==> config.mk <==
export PLATFORM = sky130hd
export DESIGN_NAME = dma_ctrl
export DESIGN_NICKNAME = d
export VERILOG_FILES = /design/src/hdl/dma_pkg.sv /design/src/hdl/dma_ctrl.sv /design/src/hdl/dma_fifo.sv
export SDC_FILE = /design/constraint.sdc
export NUM_CORES = 2
export LEC_CHECK = 0
export BUFFER_PORTS_ARGS = -buffer_cell sky130_fd_sc_hd__buf_2
export CAP_MARGIN = 0
export CORE_MARGIN = 8
export CORE_UTILIZATION = 30
export CTS_CLUSTER_DIAMETER = 30
export DETAILED_ROUTE_END_ITERATION = 8
export RECOVER_POWER = 25
export SLEW_MARGIN = 30
export SYNTH_ARGS = -nofsm -noshare
export SYNTH_HDL_FRONTEND = slang
export SYNTH_HIERARCHICAL = 1
export SYNTH_SLANG_ARGS = --single-unit
==> constraint.sdc <==
create_clock -name SYS_CLK -period 13.15 [get_ports SYS_CLK]
set_clock_uncertainty 0.15 [all_clocks]
set_input_delay 0 -clock SYS_CLK [delete_from_list [all_inputs] [get_ports SYS_CLK]]
set_output_delay 0 -clock SYS_CLK [all_outputs]
set_load 0.005 [all_outputs]
==> src/hdl/dma_pkg.sv <==
// shared constants and types of the eight-channel dma controller
// assumes one clock domain and configuration held steady by the core
package dma_pkg;

	// channel count and datapath widths
	localparam int NUM_CH  = 8;
	localparam int CH_W    = 3;
	localparam int ADDR_W  = 16;
	localparam int DATA_W  = 16;
	localparam int CNT_W   = 16;
	localparam int FIFO_DP = 4;

	// address generation modes (3-bit field, codes 5..7 act as fixed)
	localparam logic [2:0] AM_FIXED    = 3'h0;
	localparam logic [2:0] AM_INC_SRC  = 3'h1;
	localparam logic [2:0] AM_INC_DST  = 3'h2;
	localparam logic [2:0] AM_INC_BOTH = 3'h3;
	localparam logic [2:0] AM_DEC_BOTH = 3'h4;

	// transfer mode bits: bit 0 repeat with reload, bit 1 one element/trigger
	localparam int XM_REPEAT_BIT  = 0;
	localparam int XM_ELEMENT_BIT = 1;

	// data mode bits: bit 1 source is sram, bit 0 destination is sram
	localparam int DM_SRC_RAM_BIT = 1;
	localparam int DM_DST_RAM_BIT = 0;

	// address steps and reset values
	localparam logic [ADDR_W-1:0] STEP_BYTE = 16'h0001;
	localparam logic [ADDR_W-1:0] STEP_WORD = 16'h0002;
	localparam logic [ADDR_W-1:0] ADDR_RST  = 16'h0000;
	localparam logic [CNT_W-1:0]  CNT_RST   = 16'h0000;
	localparam logic [DATA_W-1:0] DATA_RST  = 16'h0000;
	localparam logic [DATA_W-1:0] NULL_DATA = 16'h0000;

	// one element travelling from the read side to the write side
	typedef struct packed {
		logic [DATA_W-1:0] data;
		logic [ADDR_W-1:0] dst;
		logic [CH_W-1:0]   ch;
		logic              dst_ram;
		logic              byte_sz;
		logic              last;
		logic              half;
	} fifo_word_t;

	localparam int FW_W = $bits(fifo_word_t);

endpackage

==> src/hdl/dma_ctrl.sv <==
// eight-channel dma engine: peripheral bus master plus sram port
// assumes sram and peripherals drive read data while the read pulse stands,
// and that CPU_PERIPH_REQ rises one cycle before the cpu uses the bus
//
// Behaviour
// - The engine masters the dma peripheral bus and moves data to and from its peripherals.
// - Whenever the cpu asks for the peripheral bus the engine leaves it to the cpu.
// - Transfers run beside the cpu and never make the cpu wait.
// - A private sram port moves data to and from memory without the cpu.
// - Eight channels are each configured and run on their own.
// - Each channel has 16-bit source and destination pointers that advance and reload.
// - Each channel has a 16-bit transaction counter that counts down and reloads.
// - Sram addresses outside the lower and upper limits abort the channel.
// - A pulse marks the moment a channel's counter reaches half of its start value.
// - Each channel moves either bytes or 16-bit words.
// - Five address modes, four transfer modes and four data paths are selectable.
// - Null-write mode follows each peripheral read with a dummy zero write to it.
`timescale 1ns/1ps
`default_nettype none
module dma_ctrl
	import dma_pkg::*;
(
	input  wire logic                                    SYS_CLK,
	input  wire logic                                    RST_N,
	input  wire logic [dma_pkg::NUM_CH-1:0]              CH_ENABLE,
	input  wire logic [dma_pkg::NUM_CH-1:0]              CH_TRIGGER,
	input  wire logic [dma_pkg::NUM_CH-1:0][15:0]        SRC_START,
	input  wire logic [dma_pkg::NUM_CH-1:0][15:0]        DST_START,
	input  wire logic [dma_pkg::NUM_CH-1:0][15:0]        COUNT_START,
	input  wire logic [dma_pkg::NUM_CH-1:0][2:0]         ADDR_MODE,
	input  wire logic [dma_pkg::NUM_CH-1:0][1:0]         XFER_MODE,
	input  wire logic [dma_pkg::NUM_CH-1:0][1:0]         DATA_MODE,
	input  wire logic [dma_pkg::NUM_CH-1:0]              BYTE_MODE,
	input  wire logic [dma_pkg::NUM_CH-1:0]              NULL_WRITE,
	input  wire logic [dma_pkg::ADDR_W-1:0]              LOWER_LIMIT,
	input  wire logic [dma_pkg::ADDR_W-1:0]              UPPER_LIMIT,
	input  wire logic                                    CPU_PERIPH_REQ,
	output logic                                         CPU_OWNS_PBUS,
	output logic [dma_pkg::ADDR_W-1:0]                   PBUS_ADDR,
	output logic [dma_pkg::DATA_W-1:0]                   PBUS_WDATA,
	input  wire logic [dma_pkg::DATA_W-1:0]              PBUS_RDATA,
	output logic                                         PBUS_RD,
	output logic                                         PBUS_WR,
	output logic                                         PBUS_BYTE,
	output logic [dma_pkg::ADDR_W-1:0]                   RAM_ADDR,
	output logic [dma_pkg::DATA_W-1:0]                   RAM_WDATA,
	input  wire logic [dma_pkg::DATA_W-1:0]              RAM_RDATA,
	output logic                                         RAM_RD,
	output logic                                         RAM_WR,
	output logic                                         RAM_BYTE,
	output logic [dma_pkg::NUM_CH-1:0]                   CH_ACTIVE,
	output logic [dma_pkg::NUM_CH-1:0]                   CH_DONE,
	output logic [dma_pkg::NUM_CH-1:0]                   CH_HALF,
	output logic [dma_pkg::NUM_CH-1:0]                   CH_LIMIT_ERR
);
	import dma_pkg::*;

	typedef enum logic [1:0] {R_IDLE, R_READ, R_CAPT, R_NULL} rd_state_t;

	typedef struct packed {
		rd_state_t                       rstate;
		logic [CH_W-1:0]                 cur;
		logic [NUM_CH-1:0]               en_q;
		logic [NUM_CH-1:0]               active;
		logic [NUM_CH-1:0]               pend;
		logic [NUM_CH-1:0]               limit_err;
		logic [NUM_CH-1:0]               done;
		logic [NUM_CH-1:0]               half;
		logic [NUM_CH-1:0][ADDR_W-1:0]   src_ptr;
		logic [NUM_CH-1:0][ADDR_W-1:0]   dst_ptr;
		logic [NUM_CH-1:0][CNT_W-1:0]    cnt;
		logic [ADDR_W-1:0]               rd_addr;
		logic                            rd_src_ram;
		logic                            cpu_owns;
		logic [ADDR_W-1:0]               pbus_addr;
		logic [DATA_W-1:0]               pbus_wdata;
		logic                            pbus_rd;
		logic                            pbus_wr;
		logic                            pbus_byte;
		logic [ADDR_W-1:0]               ram_addr;
		logic [DATA_W-1:0]               ram_wdata;
		logic                            ram_rd;
		logic                            ram_wr;
		logic                            ram_byte;
	} dma_st_t;

	dma_st_t    s_reg;
	dma_st_t    s_next;
	fifo_word_t fin;
	fifo_word_t fout;
	logic [FW_W-1:0] fout_bits;
	logic       fin_valid;
	logic       fin_ready;
	logic       fout_valid;
	logic       wr_go;

	// pointer step for one side of a channel
	function automatic logic [ADDR_W-1:0] next_addr(
		input logic [ADDR_W-1:0] a,
		input logic [2:0]        mode,
		input logic              is_src,
		input logic              byte_sz);
		logic [ADDR_W-1:0] st;
		st = byte_sz ? STEP_BYTE : STEP_WORD;
		unique case (mode)
			AM_INC_SRC:  next_addr = is_src ? a + st : a;
			AM_INC_DST:  next_addr = is_src ? a : a + st;
			AM_INC_BOTH: next_addr = a + st;
			AM_DEC_BOTH: next_addr = a - st;
			default:     next_addr = a;
		endcase
	endfunction

	// inclusive window check on sram addresses
	function automatic logic in_limits(input logic [ADDR_W-1:0] a);
		in_limits = (a >= LOWER_LIMIT) && (a <= UPPER_LIMIT);
	endfunction

	// fixed priority: lowest numbered requesting channel wins
	function automatic logic [CH_W-1:0] pick(input logic [NUM_CH-1:0] r);
		pick = '0;
		for (int k = NUM_CH-1; k >= 0; k--) begin
			if (r[k]) begin
				pick = CH_W'(k);
			end
		end
	endfunction

	// element entering the fifo in the capture cycle
	always_comb begin
		fin.data    = s_reg.rd_src_ram ? RAM_RDATA : PBUS_RDATA;
		if (BYTE_MODE[s_reg.cur]) begin
			fin.data = {8'h00, fin.data[7:0]};
		end
		fin.dst     = s_reg.dst_ptr[s_reg.cur];
		fin.ch      = s_reg.cur;
		fin.dst_ram = DATA_MODE[s_reg.cur][DM_DST_RAM_BIT];
		fin.byte_sz = BYTE_MODE[s_reg.cur];
		fin.last    = (s_reg.cnt[s_reg.cur] == CNT_W'(1));
		fin.half    = (COUNT_START[s_reg.cur] >= CNT_W'(2)) &&
			(s_reg.cnt[s_reg.cur] - CNT_W'(1) ==
			 (COUNT_START[s_reg.cur] >> 1));
	end

	assign fin_valid = (s_reg.rstate == R_CAPT);
	assign fout      = fifo_word_t'(fout_bits);
	// a write to the peripheral bus waits while the cpu holds it
	assign wr_go = fout_valid && !(!fout.dst_ram && CPU_PERIPH_REQ);

	dma_fifo #(
		.WIDTH (FW_W),
		.DEPTH (FIFO_DP)
	) u_fifo (
		.SYS_CLK   (SYS_CLK),
		.RST_N     (RST_N),
		.in_valid  (fin_valid),
		.in_ready  (fin_ready),
		.in_data   (fin),
		.out_valid (fout_valid),
		.out_ready (wr_go),
		.out_data  (fout_bits)
	);

	// write engine, read engine, then per-channel enables and triggers
	always_comb begin
		logic              ram_busy;
		logic              pbus_busy;
		logic              src_ram;
		logic              dst_ram;
		logic [CH_W-1:0]   c;
		logic [NUM_CH-1:0] req;
		ram_busy  = 1'b0;
		pbus_busy = CPU_PERIPH_REQ;
		src_ram   = 1'b0;
		dst_ram   = 1'b0;
		c         = s_reg.cur;
		req       = s_reg.active & s_reg.pend;
		s_next          = s_reg;
		s_next.pbus_rd  = 1'b0;
		s_next.pbus_wr  = 1'b0;
		s_next.ram_rd   = 1'b0;
		s_next.ram_wr   = 1'b0;
		s_next.done     = '0;
		s_next.half     = '0;
		s_next.cpu_owns = CPU_PERIPH_REQ;
		// drain one element from the fifo to its destination
		if (wr_go) begin
			if (fout.dst_ram) begin
				ram_busy           = 1'b1;
				s_next.ram_wr      = 1'b1;
				s_next.ram_addr    = fout.dst;
				s_next.ram_wdata   = fout.data;
				s_next.ram_byte    = fout.byte_sz;
			end else begin
				pbus_busy          = 1'b1;
				s_next.pbus_wr     = 1'b1;
				s_next.pbus_addr   = fout.dst;
				s_next.pbus_wdata  = fout.data;
				s_next.pbus_byte   = fout.byte_sz;
			end
			s_next.done[fout.ch] = fout.last;
			s_next.half[fout.ch] = fout.half;
		end
		src_ram = DATA_MODE[c][DM_SRC_RAM_BIT];
		dst_ram = DATA_MODE[c][DM_DST_RAM_BIT];
		unique case (s_reg.rstate)
			R_IDLE: begin
				if (req != '0) begin
					s_next.cur    = pick(req);
					s_next.rstate = R_READ;
				end
			end
			R_READ: begin
				if (!s_reg.active[c]) begin
					s_next.rstate = R_IDLE;
				end else if ((src_ram && !in_limits(s_reg.src_ptr[c])) ||
					(dst_ram && !in_limits(s_reg.dst_ptr[c]))) begin
					s_next.limit_err[c] = 1'b1;
					s_next.active[c]    = 1'b0;
					s_next.pend[c]      = 1'b0;
					s_next.rstate       = R_IDLE;
				end else if (fin_ready && (src_ram ? !ram_busy : !pbus_busy)) begin
					s_next.rd_addr    = s_reg.src_ptr[c];
					s_next.rd_src_ram = src_ram;
					if (src_ram) begin
						s_next.ram_rd   = 1'b1;
						s_next.ram_addr = s_reg.src_ptr[c];
						s_next.ram_byte = BYTE_MODE[c];
					end else begin
						s_next.pbus_rd   = 1'b1;
						s_next.pbus_addr = s_reg.src_ptr[c];
						s_next.pbus_byte = BYTE_MODE[c];
					end
					s_next.rstate = R_CAPT;
				end
			end
			R_CAPT: begin
				s_next.src_ptr[c] = next_addr(s_reg.src_ptr[c],
					ADDR_MODE[c], 1'b1, BYTE_MODE[c]);
				s_next.dst_ptr[c] = next_addr(s_reg.dst_ptr[c],
					ADDR_MODE[c], 1'b0, BYTE_MODE[c]);
				s_next.cnt[c] = s_reg.cnt[c] - CNT_W'(1);
				if (XFER_MODE[c][XM_ELEMENT_BIT]) begin
					s_next.pend[c] = 1'b0;
				end
				if (fin.last) begin
					s_next.pend[c] = 1'b0;
					if (XFER_MODE[c][XM_REPEAT_BIT]) begin
						s_next.src_ptr[c] = SRC_START[c];
						s_next.dst_ptr[c] = DST_START[c];
						s_next.cnt[c]     = COUNT_START[c];
					end else begin
						s_next.active[c] = 1'b0;
					end
				end
				s_next.rstate = (NULL_WRITE[c] && !s_reg.rd_src_ram) ?
					R_NULL : R_IDLE;
			end
			R_NULL: begin
				if (!pbus_busy) begin
					s_next.pbus_wr    = 1'b1;
					s_next.pbus_addr  = s_reg.rd_addr;
					s_next.pbus_wdata = NULL_DATA;
					s_next.pbus_byte  = BYTE_MODE[c];
					s_next.rstate     = R_IDLE;
				end
			end
		endcase
		// independent enable, load and trigger per channel
		for (int i = 0; i < NUM_CH; i++) begin
			s_next.en_q[i] = CH_ENABLE[i];
			if (!CH_ENABLE[i]) begin
				s_next.active[i] = 1'b0;
				s_next.pend[i]   = 1'b0;
			end else if (!s_reg.en_q[i]) begin
				s_next.src_ptr[i]   = SRC_START[i];
				s_next.dst_ptr[i]   = DST_START[i];
				s_next.cnt[i]       = COUNT_START[i];
				s_next.active[i]    = (COUNT_START[i] != CNT_RST);
				s_next.limit_err[i] = 1'b0;
			end
			// a trigger arriving with the clear still counts
			if (CH_ENABLE[i] && CH_TRIGGER[i]) begin
				s_next.pend[i] = 1'b1;
			end
		end
	end

	// state register
	always_ff @(posedge SYS_CLK or negedge RST_N) begin
		if (!RST_N) begin
			s_reg        <= '0;
			s_reg.rstate <= R_IDLE;
		end else begin
			s_reg <= s_next;
		end
	end

	// all outputs come from the state register
	assign CPU_OWNS_PBUS = s_reg.cpu_owns;
	assign PBUS_ADDR     = s_reg.pbus_addr;
	assign PBUS_WDATA    = s_reg.pbus_wdata;
	assign PBUS_RD       = s_reg.pbus_rd;
	assign PBUS_WR       = s_reg.pbus_wr;
	assign PBUS_BYTE     = s_reg.pbus_byte;
	assign RAM_ADDR      = s_reg.ram_addr;
	assign RAM_WDATA     = s_reg.ram_wdata;
	assign RAM_RD        = s_reg.ram_rd;
	assign RAM_WR        = s_reg.ram_wr;
	assign RAM_BYTE      = s_reg.ram_byte;
	assign CH_ACTIVE     = s_reg.active;
	assign CH_DONE       = s_reg.done;
	assign CH_HALF       = s_reg.half;
	assign CH_LIMIT_ERR  = s_reg.limit_err;
endmodule
`default_nettype wire

==> src/hdl/dma_fifo.sv <==
// small first-word-fall-through fifo between read and write engines
// assumes a single clock; out_data is taken from registered storage
`timescale 1ns/1ps
`default_nettype none
module dma_fifo #(
	parameter int WIDTH = 8,
	parameter int DEPTH = 4
) (
	input  wire logic             SYS_CLK,
	input  wire logic             RST_N,
	input  wire logic             in_valid,
	output logic                  in_ready,
	input  wire logic [WIDTH-1:0] in_data,
	output logic                  out_valid,
	input  wire logic             out_ready,
	output logic      [WIDTH-1:0] out_data
);
	localparam int PW = $clog2(DEPTH);

	typedef struct packed {
		logic [DEPTH-1:0][WIDTH-1:0] mem;
		logic [PW-1:0]               wr_ptr;
		logic [PW-1:0]               rd_ptr;
		logic [PW:0]                 count;
	} fifo_st_t;

	fifo_st_t s_reg;
	fifo_st_t s_next;
	logic     push;
	logic     pop;

	// honest flags straight from the occupancy count
	assign in_ready  = (s_reg.count != (PW+1)'(DEPTH));
	assign out_valid = (s_reg.count != '0);
	assign out_data  = s_reg.mem[s_reg.rd_ptr];
	assign push      = in_valid && in_ready;
	assign pop       = out_valid && out_ready;

	// pointer wrap and occupancy update
	always_comb begin
		s_next = s_reg;
		if (push) begin
			s_next.mem[s_reg.wr_ptr] = in_data;
			s_next.wr_ptr = (s_reg.wr_ptr == PW'(DEPTH-1)) ? '0 :
				s_reg.wr_ptr + PW'(1);
		end
		if (pop) begin
			s_next.rd_ptr = (s_reg.rd_ptr == PW'(DEPTH-1)) ? '0 :
				s_reg.rd_ptr + PW'(1);
		end
		if (push && !pop) begin
			s_next.count = s_reg.count + (PW+1)'(1);
		end else if (pop && !push) begin
			s_next.count = s_reg.count - (PW+1)'(1);
		end
	end

	// state register
	always_ff @(posedge SYS_CLK or negedge RST_N) begin
		if (!RST_N) begin
			s_reg <= '0;
		end else begin
			s_reg <= s_next;
		end
	end
endmodule
`default_nettype wire

==> results.md <==
- The run finished, with violations left.
- The checks that failed: max-capacitance violations, max-slew violations.
- Power spread over the standard cell area amounts to 233.2 nW/um2.
- Across the run, the number of max-cap violations was 4.
- The number of synthesized register bits is 688.
- The total vias in the final route is 49710.
- The sequential share of power is 0.204.
- Once the clock tree was built, the resizer swapped 0 gates to a different size.
- The post-detailed-route count of antenna-violating nets is 0.
- The die footprint is 154700 um2.
- The worst reg-to-reg path cell count is 18.
- The wire length of the first global-routing pass is 365.5 mm.
- The horizontal die dimension is 393.3 um.
- Setup repair after global routing left no endpoint under its margin.
- Of all flip-flops after synthesis, the portion carrying an async set or reset was 1.000.
- The internal power is 8424 uW.
- The share of total power dissipated in the clock network is 0.320.
- The count of final setup violators is 0.
- In the global route stage, overall resource usage came out at 0.3197.
- The kind of launch point of the worst setup path is a flop.
- The register clock-pin slew on the reported worst setup and hold paths is 50 ps.
- The clock tree from TritonCTS is done.
- The master of the slowest instance on the critical path is dfrtp_4.
- Tracing the worst setup path back leads to its startpoint at fin[5]$_DFFE_PN0P_.
- The cell class contributing the biggest share of worst-path delay is simple AND/OR/NAND/NOR gates.
- The critical path crosses 18 cells after its start point.
- For this run, design rule violations remaining after detail routing come to 0.
- The mapped netlist covers 42710 um2.
- The later pin in the worst-skew pair is clocked with a latency of 830 ps.
- The net switching power is 6534 uW.
- Summed over all layers, the global routing overflow is 0.
- Summed over all cells, the static leakage comes to 0.02753 uW.
- The share of total power dissipated in combinational logic is 0.476.
- The maximum VDD drop is 0.1512 mV.
- Yosys mapped a number of flops with a built-in enable equal to 0.
- The number of warnings reported in the yosys synthesis log is 6.
- The chip height is 393.3 um.
- The path class of the tightest hold or removal check is primary input to flop.
- The relative slew slack is -2.782.
- The final-report hold violation count is 0.
- The total core area is 141400 um2.
- Each instance of the synthesized netlist takes up on average 9.532 um2.
- The final setup TNS is 0 ps.
- Counting both buffers and inverters, the worst setup path holds a total of 3.
- For this configuration, the core starts out at a cell density of 0.3021.
- The startpoint identified for the worst register-to-register timing path is fin[5]$_DFFE_PN0P_.
- The placed instance count is 6674.
- The post-synth net total is 5103.
- The via count of the first global-routing pass is 49650.
- For the worst setup path, the data arrival time is 8300 ps.
- The quantity of I/O buffers inserted on ports is 641.
- The number of slew-limit violations in the final report is 314.
- The maximum buffer depth of the clock tree is 3.
- The beginning of the worst hold path is COUNT_START[92].
- Of the total power, the share spent switching nets is 0.4368.
- The hold-critical path depth is 4.
- The final layout contains routed wiring with a total length of 260.7 mm.
- The number of rows created at floorplan is 138.
- The proportion of layout cells with a drive suffix above 1 is 0.2344.
- Entering global routing, the biggest net connects 185 pins.
- For the pin with the worst max-slew slack, the measured transition is 5672 ps.
- The portion of the post-synthesis area used by sequential elements is 0.4031.
- Routability-driven placement finished with a final weighted congestion of 0.9621.
- In this run the worst path has a maximum fanout of 63.
- The critical path endpoint category is a flop.
- The register with the most flip-flops in the layout has 419 of them.
- Walking the worst path, the cells encountered are buf_4 -> nand2b_1 -> o32a_1 -> and4b_1 -> nand2_1 -> inv_2 -> nand2_1 -> xnor2_1 -> ha_1 -> nor2_1 -> a311oi_1 -> o22ai_1 -> mux2_2 -> or3_1 -> a21oi_2 -> o21ai_1 -> o21a_1 -> dlygate4sd3_1.
- The half-perimeter wire length after detailed placement is 166.9 mm.
- The number of buffers inserted to repair setup after CTS is 0.
- The number of distinct standard cells referenced by the synthesized netlist is 103.
- The post-detailed-route wirelength per cell is 32.22 um.
- The H-tree level count is 4.
- The time the worst path needs with I/O delays and setup is 7770 ps.
- The required time at the endpoint of the critical path is 13680 ps.
- The number of top-level pins is 642.
- For this run, the number of standard cells in the final layout without fillers is 8092.
- For this run, the slowest stage of the critical path takes 1040 ps.
- Synthesis handed over a netlist of 4481 instances.
- The critical path is of the flop to flop type.
- The initial detailed-routing violation count is 8322.
- The share of the clock period used by the worst path is 0.5909.
- The highest attainable clock frequency is 128.7 MHz.
- The most numerous cell on the critical path is nand2_1.
- The total CTS buffers is 184.
- The pre-antenna-repair detailed-routing pass consisted of 7 iterations.
- The number of antenna violations at the first check in global routing is 68.
- The growth of design area from synthesis to finish is 50.19%.
- The most used flip-flop cell after synthesis is dfrtp_1.
- The total clock sinks is 688.
- CTS placed an instance of clkbuf_16 at the clock tree root.
- The final layout net count is 6632.
- The vias per cell is 6.143.
-- worst paths after layout --
check | end | slack (ps)
hold / removal | s_reg[180]$_DFF_PN0_ | 30
setup reg to reg | s_reg[308]$_DFF_PN0_ | 5380
setup / recovery | s_reg[308]$_DFF_PN0_ | 5380
hold reg to reg | u_fifo/s_reg[2]$_DFFE_PN0P_ | 330
min in group asynchronous | s_reg[310]$_DFF_PN0_ | 2160
max in group asynchronous | fin[5]$_DFFE_PN0P_ | 5770
-- synth_stat cells (13+ instances only) --
cell type	instances	area (um2)
nand2b_1	24	150.1
a21oi_2	13	113.9
nor3_1	29	145.1
o22ai_1	21	131.4
ha_1	82	1026
nor4_1	39	244.0
nor2b_1	32	200.2
clkbuf_1	221	829.6
a21o_1	22	165.2
o211ai_1	46	345.3
buf_4	114	855.8
nand3b_1	18	135.1
a22oi_1	104	780.8
o21a_1	60	450.4
buf_1	27	101.4
mux2i_1	147	1471
buf_6	26	292.8
a21oi_1	419	2097
a221o_1	24	240.2
nand4_1	47	294.0
o21ai_0	251	1256
nand2_1	444	1667
a22o_1	34	297.8
and2_1	20	125.1
mux2_2	261	2939
nor2_1	348	1306
a31oi_1	89	556.8
and3_1	87	544.3
o21ai_1	37	185.2
dfrtp_1	688	17220
buf_2	60	300.3
or3_1	22	137.6
o32ai_1	28	245.2
mux4_2	87	1959
inv_1	84	315.3
a221oi_1	70	613.1
o221ai_1	21	183.9
o31ai_1	55	412.9
xnor2_1	42	367.9
nand3_1	50	250.2
a32oi_1	15	131.4
xor2_1	13	113.9
-- per-stage QoR --
| stage | total power (uW) | hold WS, ps | util | area [um2] | worst slack [ps] |
|---|---|---|---|---|---|
| 2_1_floorplan | 7126 | -445.6 | - | 42710 | 8032 |
| 5_1_grt | 15380 | 36.04 | 0.4532 | 64090 | 4643 |
| 4_1_cts | 14580 | 0.4979 | 0.4538 | 64170 | 5629 |
| 6_report | 14960 | 31.29 | 0.4537 | 64150 | 5380 |
| 3_3_place_gp | 9316 | -117.3 | 0.3323 | 46990 | 6283 |
| 3_5_place_dp | 9402 | -114.8 | 0.3333 | 47130 | 6225 |
-- logic make-up (layout without fill, tap and decap cells) --
kind of cell | count (synthesis) | after routing | synth area share
AO/OA/AOI/OAI | 1407 | 1407 | 0.2144
adder cells (fa/ha/maj) | 85 | 85 | 0.02496
buffers and inverters | 542 | 2225 | 0.06397
flip-flops | 688 | 688 | 0.4031
XOR/XNOR | 56 | 56 | 0.01166
multiplexers | 499 | 499 | 0.1509
other | 0 | 38 | 0
AND/OR/NAND/NOR | 1204 | 1204 | 0.1311
-- power by group through the flow --
stage / sequential (uW) / combinational (uW) / clock [uW]
floorplan: 2840 / 4290 / 0
global placement: 3020 / 6290 / 0
detailed placement: 3040 / 6360 / 0
CTS: 3020 / 6780 / 4780
global route: 3100 / 7380 / 4900
finish: 3060 / 7120 / 4780
-- timing repair --
action,in CTS,in global routing
endpoints found under the hold margin,920,0
hold buffers,1038,0
endpoints found under the setup margin,0,0
-- metal layers --
| layer | part of all wire | GRT usage | vias to the layer above |
|---|---|---|---|
| met5 | 0.00062 | 0.001231 | - |
| met4 | 0.077 | 0.1884 | 24 |
| li1 | - | - | 19730 |
| met3 | 0.16 | 0.1560 | 1335 |
| met2 | 0.41 | 0.4648 | 4765 |
| met1 | 0.35 | 0.3807 | 23860 |
-- tightest hold or removal path, delay by kind of cell --
family          cells  cell delay, ps
simple gates        1              70
compound gates      1              80
buf+inv             2             800
-- cells in the final DEF (no fill, tap or decap), types with 24 or more instances in the layout --
cell	instances
a221oi_1	69
a221o_1	24
diode_2	38
o21ai_1	38
buf_2	543
a22oi_1	104
clkbuf_8	32
nand4_1	47
ha_1	82
buf_4	100
xnor2_1	42
o211ai_1	46
a21oi_1	417
dfrtp_1	683
a22o_1	34
o21ai_0	250
mux4_2	87
inv_1	83
nand2_1	434
o21a_1	60
clkbuf_16	185
mux2i_1	147
dlygate4sd3_1	1037
clkbuf_1	125
nand3_1	50
clkinv_2	30
o32ai_1	28
o31ai_1	55
a31oi_1	89
mux2_2	261
nor2_1	340
bufinv_16	25
nor4_1	33
and3_1	85
-- final cells by class --
class | count | area (um2)
timing repair buffer | 1791 | 14390
fill | 13230 | 77260
antenna | 38 | 95.09
multi-input combinational | 3251 | 23070
inverter | 94 | 354.1
tap | 1890 | 2365
sequential | 688 | 17230
clock inverter | 99 | 1480
clock buffer | 241 | 5160
Note: power is estimated with default switching activity, not from simulation.
